<file path="src/elacap_pkg.sv">
// package of constants for the embedded logic analyzer capture block
package elacap_pkg;
  localparam int unsigned PROBE_W     = 8;   // probed signal width
  localparam int unsigned TRIG_W      = 8;   // trigger input width
  localparam int unsigned DEPTH       = 32;  // sample buffer depth
  localparam int unsigned ADDR_W      = 5;   // buffer index width
  localparam int unsigned FIFO_DEPTH  = 32;  // readback fifo depth
  localparam logic [ADDR_W-1:0] ADDR_RST = 5'h00; // write index after reset
  localparam logic [ADDR_W:0]   CNT_RST  = 6'h00; // fill count after reset
  localparam logic [PROBE_W-1:0] DATA_RST = 8'h00; // sample word after reset

  // capture state, one-hot
  typedef enum logic [3:0] {
    ELA_IDLE = 4'b0001,
    ELA_ARM  = 4'b0010,
    ELA_DONE = 4'b0100,
    ELA_READ = 4'b1000
  } elacap_state_t;
endpackage

</file>
<file path="src/elacap_fifo.sv">
// synchronous fifo with valid/ready on both sides
`timescale 1ns/1ns
`default_nettype none
module elacap_fifo #(
  parameter int unsigned W = 8,
  parameter int unsigned D = 32,
  parameter int unsigned A = 5
) (
  input  wire logic         core_clk_i,
  input  wire logic         nrst_i,
  input  wire logic [W-1:0] in_data_i,
  input  wire logic         in_valid_i,
  output logic              in_ready_o,
  output logic [W-1:0]      out_data_o,
  output logic              out_valid_o,
  input  wire logic         out_ready_i
);
  logic [W-1:0] mem [D];   // storage in flip-flops
  logic [A-1:0] wr_ptr;    // write index
  logic [A-1:0] rd_ptr;    // read index
  logic [A:0]   count;     // words held
  logic         push;
  logic         pop;

  assign in_ready_o  = (count != D[A:0]);
  assign out_valid_o = (count != '0);
  assign out_data_o  = mem[rd_ptr];
  assign push = in_valid_i && in_ready_o;
  assign pop  = out_valid_o && out_ready_i;

  // storage write, no reset needed on data
  always_ff @(posedge core_clk_i)
  begin
    if (push)
    begin
      mem[wr_ptr] <= in_data_i;
    end
  end

  // pointers and count
  always_ff @(posedge core_clk_i or negedge nrst_i)
  begin
    if (!nrst_i)
    begin
      wr_ptr <= '0;
      rd_ptr <= '0;
      count  <= '0;
    end
    else
    begin
      if (push)
      begin
        wr_ptr <= wr_ptr + 1'b1;
      end
      if (pop)
      begin
        rd_ptr <= rd_ptr + 1'b1;
      end
      if (push && !pop)
      begin
        count <= count + 1'b1;
      end
      else if (pop && !push)
      begin
        count <= count - 1'b1;
      end
    end
  end
endmodule
`default_nettype wire

</file>
<file path="src/elacap_top.sv">
// embedded logic analyzer capture core: trigger, sample buffer, readback
// Operation
// - all sampling happens on the one core clock
// - probe bus stored each clock as sample
// - trigger condition uses separate trigger bus
// - external trigger input can fire trigger
// - trigger occurred output raised after trigger
// - condition becoming true is the trigger event
// - single run stops storing at trigger
// - continuous mode captures until stop request
// - stop without trigger gives no completed capture
// - buffer readable even without trigger
// - store in memory or route to pins
// - one debug output per routed signal
`timescale 1ns/1ns
`default_nettype none
module elacap_top
  import elacap_pkg::*;
(
  input  wire logic                         core_clk_i,      // sampling clock
  input  wire logic                         nrst_i,          // async reset, low
  input  wire logic [elacap_pkg::PROBE_W-1:0] probe_i,       // monitored signals
  input  wire logic [elacap_pkg::TRIG_W-1:0]  trig_cond_i,   // trigger signals
  input  wire logic [elacap_pkg::TRIG_W-1:0]  trig_pattern_i,// pattern to match
  input  wire logic [elacap_pkg::TRIG_W-1:0]  trig_care_i,   // bits that count
  input  wire logic                         trig_cond_en_i,  // use trigger bus
  input  wire logic                         ext_trig_en_i,   // use external trigger
  input  wire logic                         ext_trig_i,      // external trigger
  input  wire logic                         run_req_i,       // single run pulse
  input  wire logic                         continuous_capture_mode_i, // auto run pulse
  input  wire logic                         stop_req_i,      // stop pulse
  input  wire logic                         read_req_i,      // readback pulse
  input  wire logic                         pin_route_i,     // 1: route to pins
  output logic                              trig_out_o,      // trigger occurred
  output logic                              busy_o,          // analysis running
  output logic                              capture_valid_o, // completed capture
  output logic [elacap_pkg::PROBE_W-1:0]    debug_out_o,     // routed probes
  output logic [elacap_pkg::PROBE_W-1:0]    rd_data_o,       // readback word
  output logic                              rd_valid_o,      // readback valid
  input  wire logic                         rd_ready_i       // host takes word
);
  import elacap_pkg::*;

  elacap_state_t           state;        // capture state
  elacap_state_t           next_state;   // next capture state
  logic                    auto_mode;    // continuous capture latched
  logic [PROBE_W-1:0]      buf_mem [DEPTH]; // sample buffer in flip-flops
  logic [ADDR_W-1:0]       wr_idx;       // next buffer slot
  logic [ADDR_W:0]         fill;         // valid samples held
  logic [ADDR_W-1:0]       rd_idx;       // readback slot
  logic [ADDR_W:0]         rd_left;      // words left to read
  logic                    cond_now;     // trigger condition level
  logic                    cond_prev;    // condition one clock ago
  logic                    trig_evt;     // trigger event this clock
  logic                    store_en;     // sample stored this clock
  logic                    run_start;    // run or continuous request taken
  logic                    fifo_in_ready;// fifo accepts word
  logic                    fifo_in_valid;// readback word offered
  logic [PROBE_W-1:0]      fifo_out_data; // fifo head word
  logic                    fifo_out_valid;// fifo holds a word

  // condition is a masked pattern match or the external pin
  always_comb
  begin
    cond_now = 1'b0;
    if (trig_cond_en_i && (((trig_cond_i ^ trig_pattern_i) & trig_care_i) == '0))
    begin
      cond_now = 1'b1;
    end
    if (ext_trig_en_i && ext_trig_i)
    begin
      cond_now = 1'b1;
    end
  end

  // only a rising condition counts, so a stuck-true condition fires at most once, and never if already true at arm
  assign trig_evt = (state == ELA_ARM) && cond_now && !cond_prev;

  // memory mode stores while armed; pin mode never fills the buffer; a single run
  // drops the trigger-clock sample, a continuous run keeps every armed sample
  assign store_en = (state == ELA_ARM) && !pin_route_i
                    && !(trig_evt && !auto_mode);

  // a start is taken only from idle or done; it opens a fresh capture
  assign run_start = (state != ELA_ARM) && (next_state == ELA_ARM);

  // condition history for edge detection
  always_ff @(posedge core_clk_i or negedge nrst_i)
  begin
    if (!nrst_i)
    begin
      cond_prev <= 1'b0;
    end
    else
    begin
      cond_prev <= cond_now;
    end
  end

  // next state from host requests and trigger
  always_comb
  begin
    next_state = state;
    case (state)
      ELA_IDLE:
      begin
        // a start wins over a read in the same clock
        if (run_req_i || continuous_capture_mode_i)
        begin
          next_state = ELA_ARM;
        end
        else if (read_req_i)
        begin
          next_state = ELA_READ;
        end
      end
      ELA_ARM:
      begin
        // stop wins over a trigger in the same clock
        if (stop_req_i)
        begin
          next_state = ELA_IDLE;
        end
        else if (trig_evt && !auto_mode)
        begin
          next_state = ELA_DONE;
        end
      end
      ELA_DONE:
      begin
        // a finished capture waits here until read or rearmed
        if (read_req_i)
        begin
          next_state = ELA_READ;
        end
        else if (run_req_i || continuous_capture_mode_i)
        begin
          next_state = ELA_ARM;
        end
      end
      ELA_READ:
      begin
        // leave once every held word went into the fifo
        if (rd_left == '0)
        begin
          next_state = ELA_IDLE;
        end
      end
      default:
      begin
        next_state = ELA_IDLE;
      end
    endcase
  end

  // state register
  always_ff @(posedge core_clk_i or negedge nrst_i)
  begin
    if (!nrst_i)
    begin
      state <= ELA_IDLE;
    end
    else
    begin
      state <= next_state;
    end
  end

  // continuous mode latch: taken with each accepted start, so a request that
  // the state machine refuses cannot change the mode of the next run
  always_ff @(posedge core_clk_i or negedge nrst_i)
  begin
    if (!nrst_i)
    begin
      auto_mode <= 1'b0;
    end
    else if (stop_req_i && (state == ELA_ARM))
    begin
      auto_mode <= 1'b0;
    end
    else if (run_start)
    begin
      auto_mode <= continuous_capture_mode_i;
    end
  end

  // sample storage: circular, so the buffer holds the newest samples
  always_ff @(posedge core_clk_i)
  begin
    if (store_en)
    begin
      buf_mem[wr_idx] <= probe_i;
    end
  end

  // write index and fill count; a new run clears the old capture
  always_ff @(posedge core_clk_i or negedge nrst_i)
  begin
    if (!nrst_i)
    begin
      wr_idx <= ADDR_RST;
      fill   <= CNT_RST;
    end
    else if (run_start)
    begin
      wr_idx <= ADDR_RST;
      fill   <= CNT_RST;
    end
    else if (store_en)
    begin
      wr_idx <= wr_idx + 1'b1;
      if (fill != DEPTH[ADDR_W:0])
      begin
        fill <= fill + 1'b1;
      end
    end
  end

  // readback walker: oldest sample first, stalls on fifo back-pressure
  // once the buffer has wrapped, the oldest sample sits at the write index
  always_ff @(posedge core_clk_i or negedge nrst_i)
  begin
    if (!nrst_i)
    begin
      rd_idx  <= ADDR_RST;
      rd_left <= CNT_RST;
    end
    else if ((state != ELA_READ) && (next_state == ELA_READ))
    begin
      rd_idx  <= (fill == DEPTH[ADDR_W:0]) ? wr_idx : ADDR_RST;
      rd_left <= fill;
    end
    else if (fifo_in_valid && fifo_in_ready)
    begin
      rd_idx  <= rd_idx + 1'b1;
      rd_left <= rd_left - 1'b1;
    end
  end

  // offer buffer words only while reading and some are left
  assign fifo_in_valid = (state == ELA_READ) && (rd_left != '0);

  // readback buffer toward the host port
  elacap_fifo #(
    .W (PROBE_W),
    .D (FIFO_DEPTH),
    .A (ADDR_W)
  ) u_fifo (
    .core_clk_i  (core_clk_i),
    .nrst_i      (nrst_i),
    .in_data_i   (buf_mem[rd_idx]),
    .in_valid_i  (fifo_in_valid),
    .in_ready_o  (fifo_in_ready),
    .out_data_o  (fifo_out_data),
    .out_valid_o (fifo_out_valid),
    .out_ready_i (rd_ready_i && rd_valid_o)
  );

  // registered readback output stage, refilled as host takes words
  // the head word is copied here and popped only when the host takes it;
  // this costs one idle clock between words but keeps the output a flip-flop
  always_ff @(posedge core_clk_i or negedge nrst_i)
  begin
    if (!nrst_i)
    begin
      rd_valid_o <= 1'b0;
      rd_data_o  <= DATA_RST;
    end
    else if (!rd_valid_o || rd_ready_i)
    begin
      rd_valid_o <= fifo_out_valid && !(rd_valid_o && rd_ready_i);
      rd_data_o  <= fifo_out_data;
    end
  end

  // trigger occurred flag, held until the next start is taken; a stop in the
  // same clock as the event wins, so a run stopped at its trigger event reports no trigger
  always_ff @(posedge core_clk_i or negedge nrst_i)
  begin
    if (!nrst_i)
    begin
      trig_out_o <= 1'b0;
    end
    else if (run_start)
    begin
      trig_out_o <= 1'b0;
    end
    else if (trig_evt && !stop_req_i)
    begin
      trig_out_o <= 1'b1;
    end
  end

  // completed capture flag; a stop with no trigger leaves it low, although
  // the buffer can still be read back
  always_ff @(posedge core_clk_i or negedge nrst_i)
  begin
    if (!nrst_i)
    begin
      capture_valid_o <= 1'b0;
    end
    else if (run_start)
    begin
      capture_valid_o <= 1'b0;
    end
    else if (trig_evt && !stop_req_i)
    begin
      capture_valid_o <= 1'b1;
    end
  end

  // busy is the registered next state, so it is high exactly while armed
  always_ff @(posedge core_clk_i or negedge nrst_i)
  begin
    if (!nrst_i)
    begin
      busy_o <= 1'b0;
    end
    else
    begin
      busy_o <= (next_state == ELA_ARM);
    end
  end

  // pin routing, one registered debug output per probe bit; the pins rest
  // at zero in memory mode so unused outputs do not toggle
  always_ff @(posedge core_clk_i or negedge nrst_i)
  begin
    if (!nrst_i)
    begin
      debug_out_o <= DATA_RST;
    end
    else if (pin_route_i)
    begin
      debug_out_o <= probe_i;
    end
    else
    begin
      debug_out_o <= DATA_RST;
    end
  end
endmodule
`default_nettype wire

</file>
<file path="config.mk">
export PLATFORM = sky130hd
export DESIGN_NAME = elacap_top
export DESIGN_NICKNAME = d
export VERILOG_FILES = /design/src/elacap_pkg.sv /design/src/elacap_fifo.sv /design/src/elacap_top.sv
export SDC_FILE = /design/constraint.sdc
export NUM_CORES = 1
export LEC_CHECK = 0
export ABC_CLOCK_PERIOD_IN_PS = 4040
export CAP_MARGIN = 30
export CORE_MARGIN = 3
export CORE_UTILIZATION = 23
export DETAILED_ROUTE_END_ITERATION = 10
export DONT_BUFFER_PORTS = 1
export HOLD_SLACK_MARGIN = 0.05
export PLACE_DENSITY = 0.47
export SLEW_MARGIN = 20
export SYNTH_ARGS = -nofsm -noshare
export SYNTH_HDL_FRONTEND = slang
export SYNTH_SLANG_ARGS = --single-unit
export TNS_END_PERCENT = 20
</file>
<file path="constraint.sdc">
create_clock -name core_clk_i -period 4.04 [get_ports core_clk_i]
set_input_delay 0.808 -clock core_clk_i [delete_from_list [all_inputs] [get_ports core_clk_i]]
set_output_delay 0.808 -clock core_clk_i [all_outputs]
set_load 0.05 [all_outputs]
</file>
==> results_dict.tcl <==
set metrics [dict create \
    synth_nets 1248 \
    route.antenna.remaining_nets 0 \
    setup.worst_path.end_class "flip-flop" \
    fmax_mhz 313 \
    dp_slack_ns 0.750 \
    grt_max_degree 63 \
    synth-async-reset-ratio 0.110 \
    ir_worst_vdd_mv 0.432 \
    layout.nets 1324 \
    outcome "finished, final reports clean" \
    layout_commonest_cell "edfxtp_1" \
    dr.pass1.iters 5 \
    fin_skew_ns 0.0216 \
    htree_levels 3 \
    synth-adder-area-share 0.0106 \
    clk_pin_slew_ns 0.06 \
    core_area_mm2 0.0990 \
    cp.arrival_ns 3.40 \
    fin_crit_sh 0.792 \
    cts_made_buffers 66 \
    drv_cap 0 \
    cts.sinks 575 \
    worst_slack_ns 0.842 \
    dieArea_mm2 0.104 \
    path_cells "buf_4 > mux4_2 > mux4_2 > mux2_2" \
    cellPowerDensity_mw_per_mm2 696 \
    synth_top_family_by_area "multiplexers" \
    synth_flop_cell "edfxtp_1" \
    slowest_delay_ns 0.83 \
    clock_path_buffers 3 \
    num_antenna_cells 0 \
    slew_violations 0 \
    seq_area_frac_synth 0.735 \
    start_util 0.233 \
    muxShareOfSynthArea 0.156 \
    post_drt_wl_per_cell_um 21.0 \
    tightestPinTransition_ns 0.973 \
    globalplace.congestion 0.749 \
    layout_common_cells "512 x edfxtp_1, 144 x mux4_2, 79 x nor2_1, 68 x clkbuf_16, 59 x buf_4" \
    startpoint_type "flip-flop" \
    area_growth_pct 17.9 \
    final-hold-violation-count 0 \
    final_core_util 0.275 \
    critPathSlowestCell "dfrtp_4" \
    crit_fanout 32 \
    hold_slack_ns 0.0998 \
    r2r_slack_ns 0.84 \
    crit_family "multiplexers" \
    die-width_um 323 \
    crit_top_cell "mux4_2" \
    synth-compound-area-share 0.0298 \
    cts_tree "done" \
    root_buffer "clkbuf_16" \
    vias_per_cell 4.37 \
    overflow 0 \
    power_w 0.0189 \
    ys_warn_count 0 \
    nFillCells 9779 \
    clock_latency_ns 0.60 \
    rsz0062_at_grt "no" \
    rows 115 \
    setup_tns_ns 0 \
    fp.dieH_um 323 \
    totalWireLength_um 54500 \
    crit_required_ns 4.25 \
    hpwl_um 34300 \
    multi_input_area_mm2 0.00578 \
    yosys.area_share.simple 0.0448 \
    synth_seq_cells 575 \
    critPathBufInv 1 \
    route.detailed.drc 0 \
    period_needed_ns 3.20 \
    syn_inst 1186 \
    port_buffers 0 \
    min_path_type "in -> async" \
    seq_area_mm2 0.0170 \
    worst_slew_margin_rel 0.351 \
    synthDistinctLibCells 58 \
    vias 11358 \
    setup_viol 0 \
    criticalPathCategory "reg -> reg" \
    grt_usage 0.106 \
    syn_area_mm2 0.0231 \
    antenna_found_initial 1 \
    grt_pass1_wl_um 81400 \
    grt_pass1_vias 12058 \
    io_pins 63 \
    synth-xor-area-share 0.00949 \
    drtIter0Drc 911 \
    synth-edff-count 512 \
    syn_area_per_cell_um2 19.5 \
    leakage_nw 8.63 \
    layout-drive-gt1-share 0.257 \
]
[Yosys cell counts (8+ instances only)]
| master | number | area, um2 |
|---|---|---|
| dfrtp_1 | 62 | 1550 |
| buf_2 | 17 | 85.1 |
| xnor2_1 | 14 | 123 |
| xor2_1 | 11 | 96.3 |
| nand2_1 | 37 | 139 |
| nor2_1 | 79 | 297 |
| and2_1 | 10 | 62.6 |
| a21oi_1 | 25 | 125 |
| ha_1 | 18 | 225 |
| nor4_1 | 8 | 50.1 |
| edfxtp_1 | 512 | 15400 |
| nand4_1 | 10 | 62.6 |
| mux2_2 | 21 | 236 |
| nor3_1 | 14 | 70.1 |
| mux4_2 | 144 | 3240 |
| mux2i_1 | 12 | 120 |
| inv_1 | 17 | 63.8 |
| nand2b_1 | 10 | 62.6 |
| o21ai_0 | 21 | 105 |
| clkbuf_1 | 30 | 113 |
| nand3_1 | 14 | 70.1 |
[power breakdown]
part / leakage [nW] / internal [W] / switching (W)
Sequential: 5.40 / 0.00766 / 0.000789
Clock: 1.08 / 0.00368 / 0.00234
Combinational: 2.15 / 0.00186 / 0.00261
Total: 8.63 / 0.0132 / 0.00574
[worst reg2reg max path: cells and delay by family (launching register included)]
kind,cells,cell delay (ns)
buf+inv,1,0.34
flops,1,0.83
mux,3,1.62
[kinds of logic after synthesis]
logic type	count (synthesis)
DFF	575
and+or+nand+nor	211
muxes	177
AOI/OAI and AO/OA	103
buffers and inverters	76
xor gates and xnor gates	25
adders and majority gates	19
[registers in the layout (all words and copies together), names as in the netlist, 6 cells and up]
signal,count
u_fifo.mem,256
u_fifo.count,6
debug_out_o,8
buf_mem,256
rd_left,6
fill,6
rd_data_o,8
[layer usage]
metal | vias up | GRT usage | part of all wire
met5 | - | 0 | 0
met4 | 0 | 0.0309 | 0.024
met3 | 89 | 0.0245 | 0.046
met2 | 237 | 0.171 | 0.48
met1 | 6047 | 0.143 | 0.45
li1 | 4985 | - | -
[through the flow]
stage / std cells / instance area [um2]
CTS: 2599 / 27200
global placement: 2476 / 24900
detailed placement: 2478 / 25000
floorplan: 1186 / 23100
global route: 2600 / 27200
finish: 2600 / 27200
[area by class of cell]
| class | count | share of cell area |
|---|---|---|
| clock buffer | 81 | 0.0644 |
| inverter | 18 | 0.00248 |
| clock inverter | 38 | 0.0166 |
| multi-input combinational | 535 | 0.213 |
| timing repair buffer | 66 | 0.0208 |
| sequential | 575 | 0.624 |
| tap | 1287 | 0.0592 |
[timing repair]
item | 4_1_cts | 5_1_grt
endpoints found under the hold margin | 62 | 0
gates resized for setup | 0 | 0
setup buffers | 0 | 0
hold buffers | 2 | 0
[final timing paths]
| kind | start | endpoint | cells past startpoint |
|---|---|---|---|
| worst max-delay path | rd_idx[0] | u_fifo.mem[21][2] | 4 |
| worst min-delay path | nrst_i | rd_data_o[3] | 1 |
| worst max register to register | rd_idx[0] | u_fifo.mem[21][2] | 4 |
| worst min register to register | u_fifo.count[5] | rd_valid_o | 1 |
| max in group asynchronous | nrst_i | state[0] | 1 |
| min in group core_clk_i | probe_i[3] | buf_mem[19][3] | 0 |
(Power assumes the default switching activity.)
